File: src/verilog/aisc_pkg.sv
/*
  constants shared by the audio interrupt status and control block:
  field positions of the 16-bit status/control word, widths and reset values.
  assumes nothing of its surroundings; imported by the flag bank and the top module.
*/
package aisc_pkg;
  localparam int          AISC_DATA_W      = 16;     // width of the status/control word
  localparam int          AISC_SRC_N       = 4;      // rx, rx error, tx, tx error
  localparam int          AISC_EN_LSB      = 0;      // enable field, bits 3..0
  localparam int          AISC_PEND_LSB    = 4;      // pending field, bits 7..4
  localparam int          AISC_CLR_LSB     = 8;      // clear strobes, bits 11..8
  localparam int          AISC_SRC_RX      = 0;      // source index: receive
  localparam int          AISC_SRC_RXERR   = 1;      // source index: receive error
  localparam int          AISC_SRC_TX      = 2;      // source index: transmit
  localparam int          AISC_SRC_TXERR   = 3;      // source index: transmit error
  localparam int          AISC_FIFO_CNT_W  = 5;      // receive fifo entry count width
  localparam int          AISC_LEVEL_W     = 4;      // receive warning level width
  localparam logic [3:0]  AISC_EN_RST      = 4'h0;   // enables after reset
  localparam logic [3:0]  AISC_PEND_RST    = 4'h0;   // pending flags after reset
  localparam logic [15:0] AISC_WORD_RST    = 16'h0000; // read word after reset
endpackage

File: src/verilog/aisc_flag_if.sv
/*
  carrier between the register logic and the pending-flag bank.
  assumes both ends run on mclk of the same block.
*/
`timescale 1ns/1ps
interface aisc_flag_if;
  logic [3:0] cond;  // raw source conditions
  logic [3:0] en;    // enable bits
  logic [3:0] clr;   // one-cycle clear strobes
  logic [3:0] pend;  // pending flags
  modport ctrl (output cond, output en, output clr, input pend);
  modport bank (input cond, input en, input clr, output pend);
endinterface

File: src/verilog/aisc_flag_bank.sv
/*
  holds the four sticky pending flags of the audio interrupt sources.
  assumes clear strobes last one cycle and conditions are synchronous to mclk.
*/
`timescale 1ns/1ps
module aisc_flag_bank
  import aisc_pkg::*;
(
  // clock and reset
  input wire logic mclk,
  input wire logic rst_n,
  // control side
  aisc_flag_if.bank fl
);
  import aisc_pkg::*;

  // whole state of the bank
  typedef struct packed {
    logic [3:0] pend;  // pending flags
  } aisc_bank_st_t;

  aisc_bank_st_t st_r;    // registered state
  aisc_bank_st_t st_nxt;  // next state

  // set wins over a clear arriving in the same cycle
  always_comb begin
    st_nxt      = st_r;
    st_nxt.pend = (st_r.pend & ~fl.clr) | (fl.cond & fl.en);
  end

  // state register
  always_ff @(posedge mclk or negedge rst_n) begin
    if (!rst_n) begin
      st_r.pend <= AISC_PEND_RST;
    end else begin
      st_r <= st_nxt;
    end
  end

  assign fl.pend = st_r.pend;

  // per-source checks
  for (genvar i = 0; i < AISC_SRC_N; i++) begin : g_chk
    AST_CLEAR_DROPS: assert property (@(posedge mclk) disable iff (!rst_n)
      fl.clr[i] && !(fl.cond[i] && fl.en[i]) |=> !fl.pend[i])
      else $error("pending flag survived its clear");
    AST_FLAG_HOLDS: assert property (@(posedge mclk) disable iff (!rst_n)
      fl.pend[i] && !fl.clr[i] |=> fl.pend[i])
      else $error("pending flag dropped without a clear");
    AST_GATED_OFF: assert property (@(posedge mclk) disable iff (!rst_n)
      !fl.pend[i] && !fl.en[i] |=> !fl.pend[i])
      else $error("pending flag set while its enable was low");
  end
endmodule

File: src/verilog/aisc_top.sv
/*
  audio interrupt status and control word: enables, pending flags, clear
  strobes, and the single request to the interrupt control unit.
  assumes a synchronous cpu write strobe with data; read data is always
  presented, one cycle behind the state; condition inputs synchronous to mclk.
  the request to the interrupt control unit is a registered level and drops
  only once every enabled pending flag has been cleared or disabled.
  pending flags are levels that re-arm while their condition persists and their enable is set, so a
  clear written while both still hold is overridden: set wins.
  disabling a source hides its flag from the request but keeps the flag.
  the checks at the bottom of this file guard the word layout, the clears,
  the gating by the enables and the request as the flags and enables read.
*/
`timescale 1ns/1ps
module aisc_top
  import aisc_pkg::*;
(
  // clock and reset
  input  wire logic                       mclk,
  input  wire logic                       rst_n,
  // cpu access to the status/control word
  input  wire logic                       reg_wr,
  input  wire logic [AISC_DATA_W-1:0]     reg_wdata,
  output logic      [AISC_DATA_W-1:0]     reg_rdata,
  // conditions from the audio serial unit
  input  wire logic [AISC_FIFO_CNT_W-1:0] rx_fifo_count,
  input  wire logic [AISC_LEVEL_W-1:0]    rx_warning_level,
  input  wire logic                       rx_overrun_flag,
  input  wire logic                       tx_almost_empty_flag,
  input  wire logic                       tx_underrun_flag,
  // request to the interrupt control unit
  output logic                            audio_irq
);
  import aisc_pkg::*;

  // whole state of the register side
  typedef struct packed {
    logic [3:0]             en;    // enable bits
    logic                   irq;   // registered request
    logic [AISC_DATA_W-1:0] rdata; // registered read word
  } aisc_top_st_t;

  aisc_top_st_t st_r;    // registered state
  aisc_top_st_t st_nxt;  // next state
  logic         rx_cond; // receive fifo above warning level

  aisc_flag_if fl ();    // link to the flag bank

  // receive condition decode: strictly more entries than the warning level;
  // the level is zero-extended, so a level of zero fires on one entry
  function automatic logic above_level(
    input logic [AISC_FIFO_CNT_W-1:0] cnt, // entries in the receive fifo
    input logic [AISC_LEVEL_W-1:0]    lvl  // programmed warning level
  );
    return cnt > AISC_FIFO_CNT_W'(lvl);
  endfunction

  // receive condition: strictly more entries than the warning level
  assign rx_cond = above_level(rx_fifo_count, rx_warning_level);

  // source conditions in bit order of the word
  assign fl.cond = {tx_underrun_flag, tx_almost_empty_flag, rx_overrun_flag, rx_cond};
  assign fl.en   = st_r.en;
  // clear strobes exist only in the write cycle; zeros do nothing
  assign fl.clr  = reg_wr ? reg_wdata[AISC_CLR_LSB +: AISC_SRC_N] : 4'h0;

  aisc_flag_bank u_bank (
    .mclk  (mclk),
    .rst_n (rst_n),
    .fl    (fl.bank)
  );

  // next state: enables written, request and read word refreshed
  always_comb begin
    st_nxt = st_r;
    if (reg_wr) begin
      st_nxt.en = reg_wdata[AISC_EN_LSB +: AISC_SRC_N];
    end
    st_nxt.irq   = |(fl.pend & st_r.en);
    // clear strobes and reserved bits always read zero
    st_nxt.rdata = {8'h00, fl.pend, st_r.en};
  end

  // state register
  always_ff @(posedge mclk or negedge rst_n) begin
    if (!rst_n) begin
      st_r.en    <= AISC_EN_RST;
      st_r.irq   <= 1'b0;
      st_r.rdata <= AISC_WORD_RST;
    end else begin
      st_r <= st_nxt;
    end
  end

  assign reg_rdata = st_r.rdata;
  assign audio_irq = st_r.irq;

  // enables keep their value between writes
  AST_EN_HOLD: assert property (@(posedge mclk) disable iff (!rst_n)
    !reg_wr |=> st_r.en == $past(st_r.en))
    else $error("enable bits changed without a write");

  // enable field of the read word trails the enables by one edge
  AST_RDATA_EN: assert property (@(posedge mclk) disable iff (!rst_n)
    1'b1 |=> reg_rdata[3:0] == $past(st_r.en))
    else $error("enable field does not show the enables");

  // a write with all clear bits zero never drops a pending flag
  AST_ZERO_CLEARS_KEEP: assert property (@(posedge mclk) disable iff (!rst_n)
    reg_wr && (reg_wdata[11:8] == 4'h0) |=> (fl.pend & $past(fl.pend)) == $past(fl.pend))
    else $error("zero clear bits dropped a pending flag");

  // receive clear drops the receive flag unless it re-arms at once
  AST_RX_CLEAR: assert property (@(posedge mclk) disable iff (!rst_n)
    reg_wr && reg_wdata[8] && !(rx_cond && st_r.en[0]) |=> !fl.pend[0])
    else $error("receive pending survived its clear");

  // receive error clear drops the receive error flag
  AST_RXERR_CLEAR: assert property (@(posedge mclk) disable iff (!rst_n)
    reg_wr && reg_wdata[9] && !(rx_overrun_flag && st_r.en[1]) |=> !fl.pend[1])
    else $error("receive error pending survived its clear");

  // transmit clear drops the transmit flag
  AST_TX_CLEAR: assert property (@(posedge mclk) disable iff (!rst_n)
    reg_wr && reg_wdata[10] && !(tx_almost_empty_flag && st_r.en[2]) |=> !fl.pend[2])
    else $error("transmit pending survived its clear");

  // transmit error clear drops the transmit error flag
  AST_TXERR_CLEAR: assert property (@(posedge mclk) disable iff (!rst_n)
    reg_wr && reg_wdata[11] && !(tx_underrun_flag && st_r.en[3]) |=> !fl.pend[3])
    else $error("transmit error pending survived its clear");

  // a write drops no flag whose clear bit was zero
  AST_CLEAR_ONLY_PAIR: assert property (@(posedge mclk) disable iff (!rst_n)
    reg_wr |=> ($past(fl.pend) & ~$past(reg_wdata[11:8]) & ~fl.pend) == 4'h0)
    else $error("a clear dropped a flag it does not pair with");

  // receive flag stays down while its enable is low
  AST_RX_OFF: assert property (@(posedge mclk) disable iff (!rst_n)
    !st_r.en[0] && !fl.pend[0] |=> !fl.pend[0])
    else $error("receive pending set while disabled");

  // receive error flag stays down while its enable is low
  AST_RXERR_OFF: assert property (@(posedge mclk) disable iff (!rst_n)
    !st_r.en[1] && !fl.pend[1] |=> !fl.pend[1])
    else $error("receive error pending set while disabled");

  // transmit flag stays down while its enable is low
  AST_TX_OFF: assert property (@(posedge mclk) disable iff (!rst_n)
    !st_r.en[2] && !fl.pend[2] |=> !fl.pend[2])
    else $error("transmit pending set while disabled");

  // transmit error flag stays down while its enable is low
  AST_TXERR_OFF: assert property (@(posedge mclk) disable iff (!rst_n)
    !st_r.en[3] && !fl.pend[3] |=> !fl.pend[3])
    else $error("transmit error pending set while disabled");

  // no enable, no request
  AST_IRQ_OFF_ALL: assert property (@(posedge mclk) disable iff (!rst_n)
    st_r.en == 4'h0 |=> !audio_irq)
    else $error("request raised with every enable low");

  // reserved bits read zero
  AST_RESERVED_ZERO: assert property (@(posedge mclk) disable iff (!rst_n)
    reg_rdata[15:12] == 4'h0)
    else $error("reserved bits read nonzero");

  // clear strobes read zero
  AST_CLEAR_READS_ZERO: assert property (@(posedge mclk) disable iff (!rst_n)
    reg_rdata[11:8] == 4'h0)
    else $error("clear bits read nonzero");

  // receive flag does not arm at or below the warning level
  AST_RXCOND_LEVEL: assert property (@(posedge mclk) disable iff (!rst_n)
    !above_level(rx_fifo_count, rx_warning_level) && !fl.pend[0] |=> !fl.pend[0])
    else $error("receive pending set at or below warning level");

  // request agrees with the read word, both one edge behind the state
  AST_IRQ_MATCHES_READ: assert property (@(posedge mclk) disable iff (!rst_n)
    audio_irq == |(reg_rdata[7:4] & reg_rdata[3:0]))
    else $error("request disagrees with the read word");

  // a rising request has an enabled flag behind it
  AST_IRQ_RISE_CAUSE: assert property (@(posedge mclk) disable iff (!rst_n)
    $rose(audio_irq) |-> $past(|(fl.pend & st_r.en)))
    else $error("request rose with no enabled flag");

  // a falling request follows the last enabled flag going away
  AST_IRQ_FALL_CAUSE: assert property (@(posedge mclk) disable iff (!rst_n)
    $fell(audio_irq) |-> $past(!(|(fl.pend & st_r.en))))
    else $error("request fell while an enabled flag pended");

  AST_EN_WRITE: assert property (@(posedge mclk) disable iff (!rst_n)
    reg_wr |=> st_r.en == $past(reg_wdata[3:0]))
    else $error("enable bits did not take the written value");
  AST_UPPER_ZERO: assert property (@(posedge mclk) disable iff (!rst_n)
    reg_rdata[15:8] == 8'h00)
    else $error("clear or reserved bits read nonzero");
  AST_RX_RAISE: assert property (@(posedge mclk) disable iff (!rst_n)
    st_r.en[0] && above_level(rx_fifo_count, rx_warning_level) |=> fl.pend[0])
    else $error("receive pending not raised above warning level");
  AST_RXERR_RAISE: assert property (@(posedge mclk) disable iff (!rst_n)
    st_r.en[1] && rx_overrun_flag |=> fl.pend[1])
    else $error("receive error pending not raised on overrun");
  AST_TX_RAISE: assert property (@(posedge mclk) disable iff (!rst_n)
    st_r.en[2] && tx_almost_empty_flag |=> fl.pend[2])
    else $error("transmit pending not raised on almost empty");
  AST_TXERR_RAISE: assert property (@(posedge mclk) disable iff (!rst_n)
    st_r.en[3] && tx_underrun_flag |=> fl.pend[3])
    else $error("transmit error pending not raised on underrun");
  AST_IRQ_FOLLOWS: assert property (@(posedge mclk) disable iff (!rst_n)
    (|(fl.pend & st_r.en)) |=> audio_irq)
    else $error("request missing while an enabled flag pends");
  AST_IRQ_QUIET: assert property (@(posedge mclk) disable iff (!rst_n)
    !(|(fl.pend & st_r.en)) |=> !audio_irq)
    else $error("request raised with no enabled flag pending");
  AST_READ_PEND: assert property (@(posedge mclk) disable iff (!rst_n)
    1'b1 |=> reg_rdata[7:4] == $past(fl.pend))
    else $error("pending field does not show the flags");
endmodule
File: config.mk
export PLATFORM = sky130hd
export DESIGN_NAME = aisc_top
export DESIGN_NICKNAME = d
export VERILOG_FILES = /design/src/verilog/aisc_pkg.sv /design/src/verilog/aisc_flag_if.sv /design/src/verilog/aisc_flag_bank.sv /design/src/verilog/aisc_top.sv
export SDC_FILE = /design/constraint.sdc
export NUM_CORES = 1
export LEC_CHECK = 0
export BUFFER_PORTS_ARGS = -buffer_cell sky130_fd_sc_hd__buf_4
export CAP_MARGIN = 20
export CORE_ASPECT_RATIO = 0.9
export CORE_MARGIN = 8
export CORE_UTILIZATION = 45
export CTS_BUF_LIST = sky130_fd_sc_hd__clkbuf_8
export DETAILED_ROUTE_END_ITERATION = 16
export PLACE_DENSITY = 0.93
export SKIP_LAST_GASP = 1
export SLEW_MARGIN = 25
export SYNTH_ARGS = -nofsm -noshare
export SYNTH_HDL_FRONTEND = slang
export SYNTH_SLANG_ARGS = --single-unit
File: constraint.sdc
create_clock -name mclk -period 1.3 [get_ports mclk]
set_input_delay 0.065 -clock mclk [delete_from_list [all_inputs] [get_ports mclk]]
set_output_delay 0.065 -clock mclk [all_outputs]
set_load 0.03 [all_outputs]
---- Word-level counts from Yosys, hierarchy flattened ----
Cells that the tools add are included.
operators by class
  add/sub/neg operators ................... 0
  bitwise gates (word level) .............. 5
  $mul .................................... 0
  magnitude comparators ................... 1
  muxes and demuxes ....................... 1
  div/mod/pow operators ................... 0
  shift-type cells ........................ 0
  reduce and logical (&&, ||, !) cells .... 1
  equal/unequal tests ..................... 0
operators with widths
  cell                                           number
  4-bit bitwise AND                              3
  5-bit by 4-bit > comparator with 1-bit output  1
  4-bit two-way mux                              1
  4-bit inverter                                 1
  4-bit OR                                       1
  4-bit OR reduction                             1
word-level totals
  ROM bits ................................ 0
  latch bits .............................. 0
  memory bits (writable) .................. 0
  output and inout bits ................... 17
  memories kept ........................... 0
  register bits after elaboration ......... 17
  bits of input ports ..................... 31
  word-level logic and storage cells ...... 12

---- Depth between registers and ports, before layout ----
  word-level depth ........................ 4
  depth in mapped cells ................... 5
  mapped depth without buffers ............ 5

---- Hierarchy ----
From an unflattened synthesis, not the netlist that was laid out.
unflattened totals
  cells, all modules ...................... 65
  area, all modules ....................... 778.2 um^2
modules (own cells, without submodules)
  module          sequential area each (um^2)  cells an instance  times used  area each (um^2)
  aisc_top        325.3                        49                 1           613.1
  aisc_flag_bank  100.1                        16                 1           165.2

---- Least setup slack after synthesis ----
OpenSTA, ideal clock, no wires.
  path kind ............................... input -> register
  from .................................... in rx_warning_level[3]
  to ...................................... reg u_bank.fl.pend[0] (netlist name)
  stages on the path ...................... 5
  slack ................................... 0.289 ns
  library setup time ...................... 0.122 ns
  required time ........................... 1.178 ns
  buffers on the path ..................... 0
  arrival ................................. 0.890 ns
  path through ............................ inv_1 > ha_1 > a211oi_2 > nand3_1 > a32o_1
RTL lines
  item             line            RTL
  start, declared  aisc_top.sv:27  input wire logic [AISC_LEVEL_W-1:0] rx_warning_level,

==> metrics.md <==
| Metric | Value |
|---|---|
| Total Power | `0.00131 W` |
| Total setup buffers inserted after CTS | `0` |
| XOR/XNOR Fraction of Synth Area | `0` |
| First-pass GRT wire length | `2590 um` |
| Core ar. | `0.00146 sq mm` |
| Clock Tree Buf Depth | `2` |
| H-Tree Depth | `1` |
| Iteration-0 DRC Markers | `5` |
| Cell Rows | `13` |
| Final ANT Viol Nets | `0` |
| # diodes | `0` |
| Pre-CTS WS | `0.122 ns` |
| CP Capture Type | `flop` |
| Achievable Freq | `1.08 GHz` |
| Met1 Use GR | `0.108` |
| Global Route Usage Sum | `0.109` |
| Routed Wire Length | `1540 um` |
| Max-cap violation count | `0` |
| Layout cells sized above 1 | `0.433` |
| CP arrival | `1.06 ns` |
| # hold bufs at CTS | `1` |
| Fin. max-slew vios | `0` |
| Total grt overflow | `0` |
| PD cells | `1330 mW/mm^2` |
| Number of synthesized register bits | `17` |
| # placed instances | `100` |
| Synthesized cell area | `718 sq um` |
| Tcrit/Tclk final | `0.713` |
| Synth warn | `0` |
| Compound-Gate Fraction of Synth Area | `0.0889` |
| DR WL/cell | `14.7 um` |
| Mux share of post-synthesis cell area | `0.0627` |
| Area grow syn2layout | `37.3%` |
| Grt met2 use | `0.202` |
| Share of the synthesized area in the top cell type | `0.592` |
| Largest net degree at the start of global routing | `18` |
| Initial Util | `0.491` |
| Main combinational cell family by area after synthesis | `buffers and inverters` |
| Final hold vios | `0` |
| Vias | `503` |
| DIE AREA | `0.00313 sq mm` |
| Cells after synthesis | `56` |
| Cell variety after synth | `16` |
| Die Wd | `58.1 um` |
| Synth top area cells | `dfrtp_1 59%, buf_4 8.4%, ha_1 7.0%` |
| Clock Tree Root | `clkbuf_8` |
| Clock buffer count from CTS | `3` |
| Crit path time final | `0.927 ns` |
| Syn_area_per_cell | `12.8 sq um` |
| Die Y-Extent | `53.9 um` |
| Peak VDD IR | `0.000979 V` |
| RSZ-0062 raised after global routing | `false` |
| Post-synth top area cell | `dfrtp_1` |
| Final nets | `126` |
| Clk_lat worst skew | `0.24 ns` |
| Initial antenna violation count | `0` |
| Met3 usage | `0.0570` |
| CP Launch Type | `primary input` |
| Status | `finished clean` |
| Setup_tns | `0 ns` |
| IO Count | `48` |
| Post-Synth Simple-Gate Area | `0.0697` |
| Number of global-route vias before repair | `572` |
| Crit Path Class | `in2reg` |
| TritonCTS clock tree | `yes` |
| Routed vias/inst | `4.79` |
| Hpwl dp | `1310 um` |
| Finish-stage setup viols | `0` |
| CTS Sinks | `17` |
| CTS clock-pin slew for the worst setup and hold paths | `0.06 ns` |
| Fillers | `121` |
| Fin worst setup slack | `0.373 ns` |
| Hold WC Path Type | `in2reg` |
| Adder-cell share of the synthesized area | `0.0697` |
| Seq/Total Area, Yosys | `0.592` |
| Critical path data required time | `1.43 ns` |
| Port Buffers | `31` |
| Fin Clk Skew | `0.00203 ns` |
| Crit path max fanout | `4` |
| RD Place Congestion | `0.716` |
| Post-CTS sizing | `0` |
| Static Leak | `0.508 nW` |
| 1st-pass router iterations | `4` |
| Drt drc | `0` |
| Layer with the highest usage | `met2` |
| Finished Layout Cells | `105` |
-- worst paths after layout --
check                             startpoint                 to  slack, ns  depth (start not counted)
max                         rx_fifo_count[3]  u_bank.fl.pend[0]       0.37                          5
min                             reg_wdata[0]           fl.en[0]       0.05                          2
max reg2reg                         fl.en[3]           fl.en[3]       0.49                          1
min reg2reg                u_bank.fl.pend[0]       reg_rdata[4]       0.41                          0
max in group asynchronous              rst_n       reg_rdata[5]       0.90                          2
min in group asynchronous              rst_n           fl.en[2]       0.22                          2
-- synthesized netlist by cell type --
library cell	instances
nor2b_1	1
ha_1	4
a32o_1	1
nand4b_1	1
a211oi_2	1
buf_4	8
a22oi_1	2
mux2_2	4
nand4_1	1
dfrtp_1	17
inv_1	4
conb_1	1
buf_2	1
a22o_1	3
nand3_1	2
nand2_1	5
-- final cells by class --
cell class | count | area [sq um] | area share
Clock buffer | 3 | 41.3 | 0.0419
Clock inverter | 1 | 3.75 | 0.00381
Inverter | 4 | 15.0 | 0.0152
Multi-Input combinational cell | 33 | 239 | 0.242
Sequential cell | 17 | 425 | 0.431
Tap cell | 15 | 18.8 | 0.0190
Timing Repair Buffer | 32 | 243 | 0.246
-- critical path: stages --
cell	delay, ns
buf_4	0.11
ha_1	0.34
a211oi_2	0.19
nand3_1	0.11
a32o_1	0.25
-- cells in the final DEF, fill, tap and decap left out, drive strengths merged --
cell         Yosys  final
a211oi           1      1
dfrtp           17     17
a32o             1      1
nor2b            1      1
nand3            2      2
dlygate4sd3      0      1
conb             1      8
a22o             3      3
ha               4      4
nand4            1      1
a22oi            2      2
mux2             4      4
nand2            5      5
nand4b           1      1
clkbuf           0      3
inv              4      5
buf              9     31
-- state kept, by name, summed over array words and instances, names as in the netlist --
| name | cells |
|---|---|
| u_bank.fl.pend | 4 |
| audio_irq | 1 |
| reg_rdata | 8 |
| fl.en | 4 |
-- cells by family after synthesis --
| family | Yosys count |
|---|---|
| other | 1 |
| AND/OR/NAND/NOR | 10 |
| flip-flops | 17 |
| adder cells (fa/ha/maj) | 4 |
| AO/OA/AOI/OAI | 7 |
| buffers and inverters | 13 |
| multiplexers | 4 |
-- layer usage --
metal / wire (um) / vias to the layer above
li1: - / 244
met1: 597 / 239
met2: 858 / 20
met3: 88 / 0
met4: 0 / 0
met5: 0 / -
-- per-stage QoR --
step	hold slack [ns]	util	instance area, sq um
after floorplan	-0.231	-	744
after global placement	-0.0692	0.636	931
after detailed placement	-0.0663	0.636	931
after CTS	0.0484	0.674	986
after global routing	0.0422	0.674	986
final	0.0521	0.674	986
-- where the power goes --
group	internal [W]	switching (W)
clock network	0.000208	0.000152
logic	0.000138	0.000177
registers	0.000599	0.0000390
(Power assumes the default switching activity.)
